**src/logic/pifb_pkg.sv**
```systemverilog
// Purpose: constants for the peripheral interrupt flag bank
// Assumes: 32-bit AXI4-Lite register bus, 8-bit registers in byte lane 0
// Notes:   flag, enable and priority banks are six words each
//
// Functional notes
// RL1: flags set on events regardless of enables
// RL2: software clears flag before enabling, after service
// RL3: six separate 8-bit flag registers
// RL4: host port access sets first bit 7
// RL5: conversion done sets first bit 6
// RL6: first bit 5 read-only receive full
// RL7: first bit 4 read-only transmit empty
// RL8: sync port done flags, sticky
// RL9: timer gate flags, sticky
// RL10: timer period match flags, sticky
// RL11: timer overflow flags, sticky
// RL12: oscillator fail sets second bit 7
// RL13: bus collision flags second bits 4, 3
// RL14: low voltage sets second bit 2
// RL15: third bits 5, 4 read-only serial two
// RL16: capture/compare flags set on capture or match
// RL17: channels three to ten in fourth register
// RL18: charge time and calendar flags third register
// RL19: memory write done sets sixth bit 4
// RL20: comparator flags sixth bits 2..0
// RL21: unimplemented positions read zero
// RL22: small variant lacks some channel, timer flags
// RL23: compatibility mode needs all three enables
// RL24: priority bits route to high or low
// RL25: flags reset zero, writes set or clear
// RL26: hardware set beats software clear
`default_nettype none

package pifb_pkg;

  localparam int          ADDR_W      = 8;
  localparam int          NUM_REGS    = 6;
  localparam int          IDX_W       = 3;

  // ****************************************
  // register map
  // ****************************************
  localparam logic [7:0]  FLAG_BASE   = 8'h00;
  localparam logic [7:0]  EN_BASE     = 8'h18;
  localparam logic [7:0]  PRIO_BASE   = 8'h30;
  localparam logic [7:0]  CTRL_ADDR   = 8'h48;

  // control word fields
  localparam int          CTRL_GLOBAL_EN = 0;
  localparam int          CTRL_GROUP_EN  = 1;
  localparam int          CTRL_PRIO_MODE = 2;
  localparam logic [2:0]  CTRL_RST    = 3'h0;

  localparam logic [7:0]  FLAG_RST    = 8'h00;
  localparam logic [7:0]  EN_RST      = 8'h00;
  localparam logic [7:0]  PRIO_RST    = 8'hFF;

  // ****************************************
  // implemented and read-only positions
  // ****************************************
  localparam logic [NUM_REGS*8-1:0] IMPL_FULL  = 48'h17_FF_FF_BF_BF_FF;
  localparam logic [NUM_REGS*8-1:0] IMPL_SMALL = 48'h17_17_3F_BF_BF_FF;
  localparam logic [NUM_REGS*8-1:0] RO_MASK    = 48'h00_00_00_30_00_30;

  // serial status positions inside registers one and three
  localparam int          RX_BIT      = 5;
  localparam int          TX_BIT      = 4;
  localparam int          REG_ONE     = 0;
  localparam int          REG_THREE   = 2;

  localparam logic [1:0]  RESP_OKAY   = 2'h0;
  localparam logic [1:0]  RESP_SLVERR = 2'h2;

endpackage

`default_nettype wire

```
**src/logic/pifb_flag_bank.sv**
```systemverilog
// Purpose: six peripheral interrupt flag registers with enables, priorities
// Assumes: event inputs synchronous to clk; AXI4-Lite slave, one clock
// Notes:   irq_high and irq_low are registered requests to the CPU core
`default_nettype none

module pifb_flag_bank
  import pifb_pkg::*;
#(
  parameter bit SMALL_MEM = 1'b0
)
(
  input  wire logic                     clk,
  input  wire logic                     resetn,
  input  wire logic [ADDR_W-1:0]        s_axi_awaddr,
  input  wire logic                     s_axi_awvalid,
  output var  logic                     s_axi_awready,
  input  wire logic [31:0]              s_axi_wdata,
  input  wire logic [3:0]               s_axi_wstrb,
  input  wire logic                     s_axi_wvalid,
  output var  logic                     s_axi_wready,
  output var  logic [1:0]               s_axi_bresp,
  output var  logic                     s_axi_bvalid,
  input  wire logic                     s_axi_bready,
  input  wire logic [ADDR_W-1:0]        s_axi_araddr,
  input  wire logic                     s_axi_arvalid,
  output var  logic                     s_axi_arready,
  output var  logic [31:0]              s_axi_rdata,
  output var  logic [1:0]               s_axi_rresp,
  output var  logic                     s_axi_rvalid,
  input  wire logic                     s_axi_rready,
  input  wire logic [NUM_REGS-1:0][7:0] evt_flags,
  input  wire logic                     serial1_rx_full,
  input  wire logic                     serial1_tx_empty,
  input  wire logic                     serial2_rx_full,
  input  wire logic                     serial2_tx_empty,
  output var  logic                     irq_high,
  output var  logic                     irq_low
);

  // ****************************************
  // helpers
  // ****************************************
  localparam logic [NUM_REGS*8-1:0] IMPL = SMALL_MEM ? IMPL_SMALL : IMPL_FULL;

  function automatic logic [7:0] impl_bits(input int idx);
    impl_bits = IMPL[idx*8 +: 8];
  endfunction

  function automatic logic [7:0] ro_bits(input int idx);
    ro_bits = RO_MASK[idx*8 +: 8];
  endfunction

  // decode a bank: hit flag and word index within the bank
  function automatic logic bank_hit(input logic [ADDR_W-1:0] a,
                                    input logic [7:0]        base);
    logic [7:0] d;
    d = a - base;
    bank_hit = (a >= base) && (d < 8'(NUM_REGS * 4)) && (a[1:0] == 2'h0);
  endfunction

  function automatic logic [IDX_W-1:0] bank_idx(input logic [ADDR_W-1:0] a,
                                                input logic [7:0]        base);
    logic [7:0] d;
    d = a - base;
    bank_idx = d[IDX_W+1:2];
  endfunction

  // ****************************************
  // state
  // ****************************************
  logic [7:0]        flag_ff     [NUM_REGS];
  logic [7:0]        nxt_flag    [NUM_REGS];
  logic [7:0]        en_ff       [NUM_REGS];
  logic [7:0]        nxt_en      [NUM_REGS];
  logic [7:0]        prio_ff     [NUM_REGS];
  logic [7:0]        nxt_prio    [NUM_REGS];
  logic [2:0]        ctrl_ff;
  logic [2:0]        nxt_ctrl;

  logic              aw_ok_ff;
  logic              nxt_aw_ok;
  logic [ADDR_W-1:0] awaddr_ff;
  logic [ADDR_W-1:0] nxt_awaddr;
  logic              w_ok_ff;
  logic              nxt_w_ok;
  logic [7:0]        wdata_ff;
  logic [7:0]        nxt_wdata;
  logic              wlane_ff;
  logic              nxt_wlane;
  logic              awready_ff;
  logic              nxt_awready;
  logic              wready_ff;
  logic              nxt_wready;
  logic              bvalid_ff;
  logic              nxt_bvalid;
  logic [1:0]        bresp_ff;
  logic [1:0]        nxt_bresp;

  logic              arready_ff;
  logic              nxt_arready;
  logic              rvalid_ff;
  logic              nxt_rvalid;
  logic [31:0]       rdata_ff;
  logic [31:0]       nxt_rdata;
  logic [1:0]        rresp_ff;
  logic [1:0]        nxt_rresp;

  logic              irq_high_ff;
  logic              nxt_irq_high;
  logic              irq_low_ff;
  logic              nxt_irq_low;

  logic              do_wr;

  // store fires once both halves are held and no response is pending
  assign do_wr = aw_ok_ff && w_ok_ff && !bvalid_ff;

  // ****************************************
  // write channel
  // ****************************************
  // address and data are caught independently, in either order
  always_comb
  begin
    nxt_aw_ok   = aw_ok_ff;
    nxt_awaddr  = awaddr_ff;
    nxt_w_ok    = w_ok_ff;
    nxt_wdata   = wdata_ff;
    nxt_wlane   = wlane_ff;
    nxt_bvalid  = bvalid_ff;
    nxt_bresp   = bresp_ff;
    if (s_axi_awvalid && awready_ff)
    begin
      nxt_aw_ok  = 1'b1;
      nxt_awaddr = s_axi_awaddr;
    end
    if (s_axi_wvalid && wready_ff)
    begin
      nxt_w_ok  = 1'b1;
      nxt_wdata = s_axi_wdata[7:0];
      nxt_wlane = s_axi_wstrb[0];
    end
    if (do_wr)
    begin
      nxt_aw_ok  = 1'b0;
      nxt_w_ok   = 1'b0;
      nxt_bvalid = 1'b1;
      if (bank_hit(awaddr_ff, FLAG_BASE) || bank_hit(awaddr_ff, EN_BASE) ||
          bank_hit(awaddr_ff, PRIO_BASE) || awaddr_ff == CTRL_ADDR)
        nxt_bresp = RESP_OKAY;
      else
        nxt_bresp = RESP_SLVERR;
    end
    else if (bvalid_ff && s_axi_bready)
      nxt_bvalid = 1'b0;
    // one write at a time: no new address or data until the response is taken
    // readies come back at the edge that retires the response
    nxt_awready = !nxt_aw_ok && !nxt_bvalid && !(aw_ok_ff && w_ok_ff);
    nxt_wready  = !nxt_w_ok && !nxt_bvalid && !(aw_ok_ff && w_ok_ff);
  end

  always_ff @(posedge clk or negedge resetn)
  begin
    if (!resetn)
    begin
      aw_ok_ff   <= 1'b0;
      awaddr_ff  <= '0;
      w_ok_ff    <= 1'b0;
      wdata_ff   <= 8'h00;
      wlane_ff   <= 1'b0;
      awready_ff <= 1'b0;
      wready_ff  <= 1'b0;
      bvalid_ff  <= 1'b0;
      bresp_ff   <= RESP_OKAY;
    end
    else
    begin
      aw_ok_ff   <= nxt_aw_ok;
      awaddr_ff  <= nxt_awaddr;
      w_ok_ff    <= nxt_w_ok;
      wdata_ff   <= nxt_wdata;
      wlane_ff   <= nxt_wlane;
      awready_ff <= nxt_awready;
      wready_ff  <= nxt_wready;
      bvalid_ff  <= nxt_bvalid;
      bresp_ff   <= nxt_bresp;
    end
  end

  // ****************************************
  // register banks
  // ****************************************
  always_comb
  begin
    logic       hit;
    logic [7:0] wm;
    logic [7:0] wv;
    hit = 1'b0;
    wm  = 8'h00;
    wv  = 8'h00;
    nxt_ctrl = ctrl_ff;
    // a write with lane 0 strobe low is answered OKAY but stores nothing
    if (do_wr && wlane_ff && awaddr_ff == CTRL_ADDR)
      nxt_ctrl = wdata_ff[2:0];
    for (int i = 0; i < NUM_REGS; i++)
    begin
      nxt_en[i]   = en_ff[i];
      nxt_prio[i] = prio_ff[i];
      if (do_wr && wlane_ff && bank_hit(awaddr_ff, EN_BASE) &&
          bank_idx(awaddr_ff, EN_BASE) == IDX_W'(i))
        nxt_en[i] = wdata_ff & impl_bits(i);
      if (do_wr && wlane_ff && bank_hit(awaddr_ff, PRIO_BASE) &&
          bank_idx(awaddr_ff, PRIO_BASE) == IDX_W'(i))
        nxt_prio[i] = wdata_ff & impl_bits(i);

      // software write stores ones and zeros alike  (see RL25)
      wm  = impl_bits(i) & ~ro_bits(i);
      hit = do_wr && wlane_ff && bank_hit(awaddr_ff, FLAG_BASE) &&
            bank_idx(awaddr_ff, FLAG_BASE) == IDX_W'(i);
      wv  = hit ? ((flag_ff[i] & ~wm) | (wdata_ff & wm)) : flag_ff[i];
      // events set regardless of any enable, and win over a clear
      // (see RL1) (see RL26) (see RL4) (see RL5) (see RL8) (see RL9)
      // (see RL10) (see RL11) (see RL12) (see RL13) (see RL14)
      // (see RL16) (see RL17) (see RL18) (see RL19) (see RL20)
      // absent positions are masked off  (see RL21) (see RL22)
      nxt_flag[i] = (wv | evt_flags[i]) & wm;
    end
    // buffer status bits follow the serial ports, not software  (see RL6) (see RL7)
    // the mirror lags its input by one edge; the port clears it by dropping the level
    nxt_flag[REG_ONE][RX_BIT]   = serial1_rx_full;
    nxt_flag[REG_ONE][TX_BIT]   = serial1_tx_empty;
    // (see RL15)
    nxt_flag[REG_THREE][RX_BIT] = serial2_rx_full;
    nxt_flag[REG_THREE][TX_BIT] = serial2_tx_empty;
  end

  // six independent flag words  (see RL3)
  always_ff @(posedge clk or negedge resetn)
  begin
    if (!resetn)
    begin
      for (int i = 0; i < NUM_REGS; i++)
      begin
        flag_ff[i] <= FLAG_RST;
        en_ff[i]   <= EN_RST;
        // absent positions stay 0, like the enable bits behind them
        prio_ff[i] <= PRIO_RST & IMPL[i*8 +: 8];
      end
      ctrl_ff <= CTRL_RST;
    end
    else
    begin
      for (int i = 0; i < NUM_REGS; i++)
      begin
        flag_ff[i] <= nxt_flag[i];
        en_ff[i]   <= nxt_en[i];
        prio_ff[i] <= nxt_prio[i];
      end
      ctrl_ff <= nxt_ctrl;
    end
  end

  // ****************************************
  // read channel
  // ****************************************
  always_comb
  begin
    logic [7:0] v;
    v          = 8'h00;
    nxt_rvalid = rvalid_ff;
    // data are caught at the address handshake; later flag changes miss this read
    nxt_rdata  = rdata_ff;
    nxt_rresp  = rresp_ff;
    if (s_axi_arvalid && arready_ff)
    begin
      nxt_rvalid = 1'b1;
      nxt_rresp  = RESP_OKAY;
      if (bank_hit(s_axi_araddr, FLAG_BASE))
        v = flag_ff[bank_idx(s_axi_araddr, FLAG_BASE)];
      else if (bank_hit(s_axi_araddr, EN_BASE))
        v = en_ff[bank_idx(s_axi_araddr, EN_BASE)];
      else if (bank_hit(s_axi_araddr, PRIO_BASE))
        v = prio_ff[bank_idx(s_axi_araddr, PRIO_BASE)];
      else if (s_axi_araddr == CTRL_ADDR)
        v = {5'h00, ctrl_ff};
      else
        nxt_rresp = RESP_SLVERR;
      nxt_rdata = {24'h000000, v};
    end
    else if (rvalid_ff && s_axi_rready)
      nxt_rvalid = 1'b0;
    nxt_arready = !nxt_rvalid;
  end

  always_ff @(posedge clk or negedge resetn)
  begin
    if (!resetn)
    begin
      arready_ff <= 1'b0;
      rvalid_ff  <= 1'b0;
      rdata_ff   <= 32'h00000000;
      rresp_ff   <= RESP_OKAY;
    end
    else
    begin
      arready_ff <= nxt_arready;
      rvalid_ff  <= nxt_rvalid;
      rdata_ff   <= nxt_rdata;
      rresp_ff   <= nxt_rresp;
    end
  end

  // ****************************************
  // interrupt requests
  // ****************************************
  always_comb
  begin
    logic any_hi;
    logic any_lo;
    logic [7:0] act;
    any_hi = 1'b0;
    any_lo = 1'b0;
    act    = 8'h00;
    for (int i = 0; i < NUM_REGS; i++)
    begin
      act    = flag_ff[i] & en_ff[i];
      any_hi = any_hi | (|(act & prio_ff[i]));
      any_lo = any_lo | (|(act & ~prio_ff[i]));
    end
    // requests are registered, so they trail a flag or enable change by one edge
    if (ctrl_ff[CTRL_PRIO_MODE])
    begin
      // priority bit picks the level; low also needs its own enable  (see RL24)
      nxt_irq_high = ctrl_ff[CTRL_GLOBAL_EN] && any_hi;
      nxt_irq_low  = ctrl_ff[CTRL_GLOBAL_EN] && ctrl_ff[CTRL_GROUP_EN] && any_lo;
    end
    else
    begin
      // all sources share one request  (see RL23)
      nxt_irq_high = ctrl_ff[CTRL_GLOBAL_EN] && ctrl_ff[CTRL_GROUP_EN] && (any_hi || any_lo);
      nxt_irq_low  = 1'b0;
    end
  end

  always_ff @(posedge clk or negedge resetn)
  begin
    if (!resetn)
    begin
      irq_high_ff <= 1'b0;
      irq_low_ff  <= 1'b0;
    end
    else
    begin
      irq_high_ff <= nxt_irq_high;
      irq_low_ff  <= nxt_irq_low;
    end
  end

  assign s_axi_awready = awready_ff;
  assign s_axi_wready  = wready_ff;
  assign s_axi_bvalid  = bvalid_ff;
  assign s_axi_bresp   = bresp_ff;
  assign s_axi_arready = arready_ff;
  assign s_axi_rvalid  = rvalid_ff;
  assign s_axi_rdata   = rdata_ff;
  assign s_axi_rresp   = rresp_ff;
  assign irq_high      = irq_high_ff;
  assign irq_low       = irq_low_ff;

endmodule

`default_nettype wire

```
**config.mk**
```make
export PLATFORM = sky130hd
export DESIGN_NAME = pifb_flag_bank
export DESIGN_NICKNAME = d
export VERILOG_FILES = /design/src/logic/pifb_pkg.sv /design/src/logic/pifb_flag_bank.sv
export SDC_FILE = /design/constraint.sdc
export NUM_CORES = 1
export LEC_CHECK = 0
export BUFFER_PORTS_ARGS = -buffer_cell sky130_fd_sc_hd__buf_2
export CAP_MARGIN = 40
export CORE_MARGIN = 5
export CORE_UTILIZATION = 40
export DETAILED_ROUTE_END_ITERATION = 8
export GPL_TIMING_DRIVEN = 1
export PLACE_DENSITY_LB_ADDON = 0.08
export SKIP_LAST_GASP = 1
export SLEW_MARGIN = 40
export SYNTH_ARGS = -nofsm -noshare
export SYNTH_HDL_FRONTEND = slang
export SYNTH_SLANG_ARGS = --single-unit
```
**constraint.sdc**
```tcl
create_clock -name clk -period 6.7 [get_ports clk]
set_input_delay 1.34 -clock clk [delete_from_list [all_inputs] [get_ports clk]]
set_output_delay 1.34 -clock clk [all_outputs]
set_load 0.005 [all_outputs]
```
After elaboration in Yosys (flattened, before gate mapping). Cells that the tools add are included.

$add $sub $neg: 4. Order comparisons: 15. Equality and inequality tests: 17. Multiplexer cells: 34. Bitwise gates (word level): 45. Reductions and logical operators: 77.

Operator list (number): $and A8 B8 Y8 (15); $mux W8 (14); $reduce_or A8 Y1 (12); $bmux W8 S3 (3); $logic_and A1 B1 Y1 (50); $lt A8 B5 Y1 const B (6); $not A8 Y8 (5); $or A8 B8 Y8 (5); $eq A3 B2 Y1 const B (6); $eq A3 B3 Y1 const B (6); $eq A8 B7 Y1 const B (2); $ge A8 B1 Y1 const B (2); $ge A8 B5 Y1 const B (2); $ge A8 B6 Y1 const B (2); $or A6 B8 Y8 (2); $sub A8 B5 Y8 const B (2); $sub A8 B6 Y8 const B (2); $ge A4 B4 Y1 const B (3); $not A3 Y4 (3); $and A5 B5 Y5 (2); $mux W1 (10); $mux W2 (5); $or A1 B1 Y1 (10); $eq A3 B1 Y1 const B (3); 9 further kinds (20).

Register bits after elaboration: 167. Bits of input ports: 111. Output and inout port bits: 43. Logic and storage cells: 226.

Depth between registers and ports, before layout.
Depth in word-level cells: 11. Gate-level depth with buffers: 9. Mapped depth without buffers: 7.

Least setup slack after synthesis. Ideal clock, no wire load.

Kind: input -> register. From: in s_axi_araddr[3]. To: reg rdata_ff[4] (netlist: s_axi_rdata[4]). Library setup time: 120 ps. Arrival: 3221 ps. Required time: 6580 ps. Setup slack: 3359 ps. Cell stages on the path: 8. Buffers on the path: 1. Cells stage by stage: buf_2 clkinv_1 ha_1 nand2b_1 a311oi_1 o21ai_1 or3_1 o211a_1.

Longest elaborated chain between the ends: 8. Elaborated cells on any way between the ends: 29. Classes of those cells: add/sub (2); order compare (6); mux (12); bitwise (3); reduce/logical (6).

RTL lines: start: declaration (line pifb_flag_bank.sv:24) `input wire logic [ADDR_W-1:0] s_axi_araddr,`; parallel branches: the longest is 7 deep, another holds $sub A8 B6 Y8; $mux W8 * (line pifb_flag_bank.sv:277) `if (bank_hit(s_axi_araddr, FLAG_BASE))`; end signal: assignment (line pifb_flag_bank.sv:307) `rdata_ff <= nxt_rdata;`; end: declaration (line pifb_flag_bank.sv:103) `logic [31:0] rdata_ff;`.

Mark *: on every way between the ends. The select of a mux whose other input is x is not followed. A chain may end at the register's enable or synchronous reset.

Final worst setup path. Ends and elaborated chain as after synthesis.

==> out/results.ini <==
[logic_synthesis]
synth_cell_types=73
synth_largest_area_cell=dfrtp_1
synth-compound-area-share=0.116
synth_area_leaders=dfrtp_1 (34%), mux2_2 (12%), dfstp_2 (12%)
syn_avg_cell_area_sq_um=11.3
ys_seq_elements=165
synthXorXnorAreaFrac=0.00196
yosys_warnings=0
ys_seq_area_frac=0.468
synth-simple-area-share=0.151
synthFlopType=dfrtp_1
muxShareOfSynthArea=0.199
synth-adder-area-share=0.0140
synth_async_sr_flop_share=1.00
synth_top_family_by_area=multiplexers
synth_edf_count=0
syn_inst=792
synth_top_area_share=0.345
synth_area_sq_um=8930

[sta]
holdWs_ns=0.463
rsz0062_at_grt=false
finalHoldViolations=0
min_period_ns=4.03
max_freq_ghz=0.248
fin_skew_ns=0.0121
slew_headroom=0.480
finalSetupViolCount=0
worst_slew_pin_slew_ns=0.775
setup_tns_ns=0
maxSlewViolCount=0
finalCritPeriodShare=0.601

[grt]
grt_pass1_wl_um=41200
grt-ovfl-total=0
grt_pass1_vias=6761
globalRouteTotalUtil=0.209
antenna_found_initial=0
grt_max_degree=91

[layout]
drive_gt1_frac=0.347
final_cells=1164
antenna_cells=0
nets=992
layout_common_cells=dfrtp_1 (123), mux2_2 (99), buf_2 (88)
mostFrequentLayoutCell=dfrtp_1
syn2layout_area_growth_pct=13.3
final_area_sq_um=10100

[placement]
hpwl_um=20200
port_buffers=90
gp_congestion=0.924
place_area_sq_um=9510
dp_cells=1132

[run]
drv_cap=0

[floorplanning]
dieArea_sq_um=25400
rows=54
ioPinCount=154
die_h_um=159
fp.dieW_um=159
initial_core_util=0.408
core_sq_um=21900

[hold_path]
holdPathEnd=s_axi_rresp[1]
whs_path_depth=2
min_from=s_axi_rresp[1]
worstHoldPathType=reg2reg

[clock_network]
cts-resized-gates=0
cts_setup_buffers=0
cts_buffers=17
clk_root_buffer_cell=clkbuf_16
cts_tree=built
cts_sinks=165
cts-htree-levels=4
clock_latency_ns=0.43
path_clk_slew_ns=0.07
cts.path.max_buffers=2
postCtsHoldBufs=0

[drt]
drtIter0Drc=598
drc=0
ant_nets=0
drt-total-wl_um=26700
routedWlPerCell_um=22.9
firstDrtPassIters=5
vias=6699
viasPerCell=5.76

[setup_path]
reg2reg_depth=7
critical_path.max_fanout=42
critPathLaunch=s_axi_araddr[3]
required_ns=7.02
timing.rr.start=awaddr_ff[3]
start_kind=primary input
r2r_end=en_ff[47]
r2r_setup_slack_ns=3.55
worstSetupPathType=in2reg
end_kind=flop
critical_path_arrival_ns=4.35

[power]
vdd_ir_drop_max_mv=0.203
p_leak_nw=4.31
power.density_nw_per_um2=297
power.total_mw=3.00

[run_status]
status=finished, final reports clean

[per-layer routing]
metal	track usage	part of all wire
met5	0	0
met4	0.0461	0.016
met3	0.0502	0.073
met2	0.322	0.45
met1	0.300	0.46
[logic make-up after synthesis]
logic type,after synthesis
buf+inv,83
compound gates,145
simple gates,247
fa+ha+maj,10
other cells,1
mux,139
xor+xnor,2
flops,165
[layout make-up]
type,instances,area (sq um)
flip-flops and latches,165,4180
inverters,25,93.8
repair buffers,93,484
fillers,2058,11800
clock buffers,18,429
clock inverters,14,166
multi-input cells,569,4410
well taps,280,350
[Yosys cell counts (7+ instances only)]
| cell type | count |
|---|---|
| ha_1 | 10 |
| dfrtp_1 | 123 |
| o22ai_1 | 15 |
| mux2i_1 | 13 |
| clkbuf_1 | 17 |
| a21oi_1 | 11 |
| mux2_2 | 99 |
| nand3b_1 | 21 |
| nand4_1 | 11 |
| nor3_1 | 7 |
| buf_2 | 9 |
| nor2_1 | 35 |
| inv_1 | 24 |
| nand2_1 | 66 |
| mux2_4 | 8 |
| nand3_1 | 46 |
| mux4_2 | 18 |
| nand2b_1 | 9 |
| nor2b_1 | 12 |
| dfstp_2 | 42 |
| a22oi_1 | 8 |
| a211o_1 | 32 |
| o21ai_0 | 33 |
| buf_4 | 26 |
[where the power goes]
part	internal [mW]	leakage (nW)	total [mW]	switching [mW]
logic	0.270	2.14	0.596	0.326
clock network	0.562	0.288	1.01	0.444
registers	1.14	1.88	1.40	0.265
total	1.97	4.31	3.00	1.04
[critical path, stage by stage]
cell and delay (ns):
buf_4 0.43, clkinv_1 0.40, ha_1 0.67, nand2b_1 0.11
a311oi_1 0.52, o21ai_1 0.32, or3_1 0.42, o211a_1 0.13
[registers in the layout, summed over array words and instances (netlist names), 3 cells and up]
signal / flops
en_ff: 42
flag_ff: 42
prio_ff: 42
awaddr_ff: 8
s_axi_rdata: 8
wdata_ff: 8
ctrl_ff: 3
[worst max-delay path by stage]
stage | endpoint | slack, ns | cells after the start
3_3_place_gp | s_axi_rdata[4] | 1.99 | 8
5_1_grt | s_axi_rdata[4] | 2.46 | 8
6_report | s_axi_rdata[4] | 2.67 | 8
4_1_cts | s_axi_rdata[4] | 2.37 | 8
3_5_place_dp | s_axi_rdata[4] | 1.91 | 8
2_1_floorplan | s_axi_rdata[4] | 3.36 | 8
[through the flow]
| step | utilization | setup slack, ns |
|---|---|---|
| 2_1_floorplan | - | 3.36 |
| 3_3_place_gp | 0.434 | 1.99 |
| 3_5_place_dp | 0.435 | 1.91 |
| 4_1_cts | 0.462 | 2.37 |
| 5_1_grt | 0.462 | 2.46 |
| 6_report | 0.462 | 2.67 |
No activity file was read; power rests on OpenSTA's default activity.
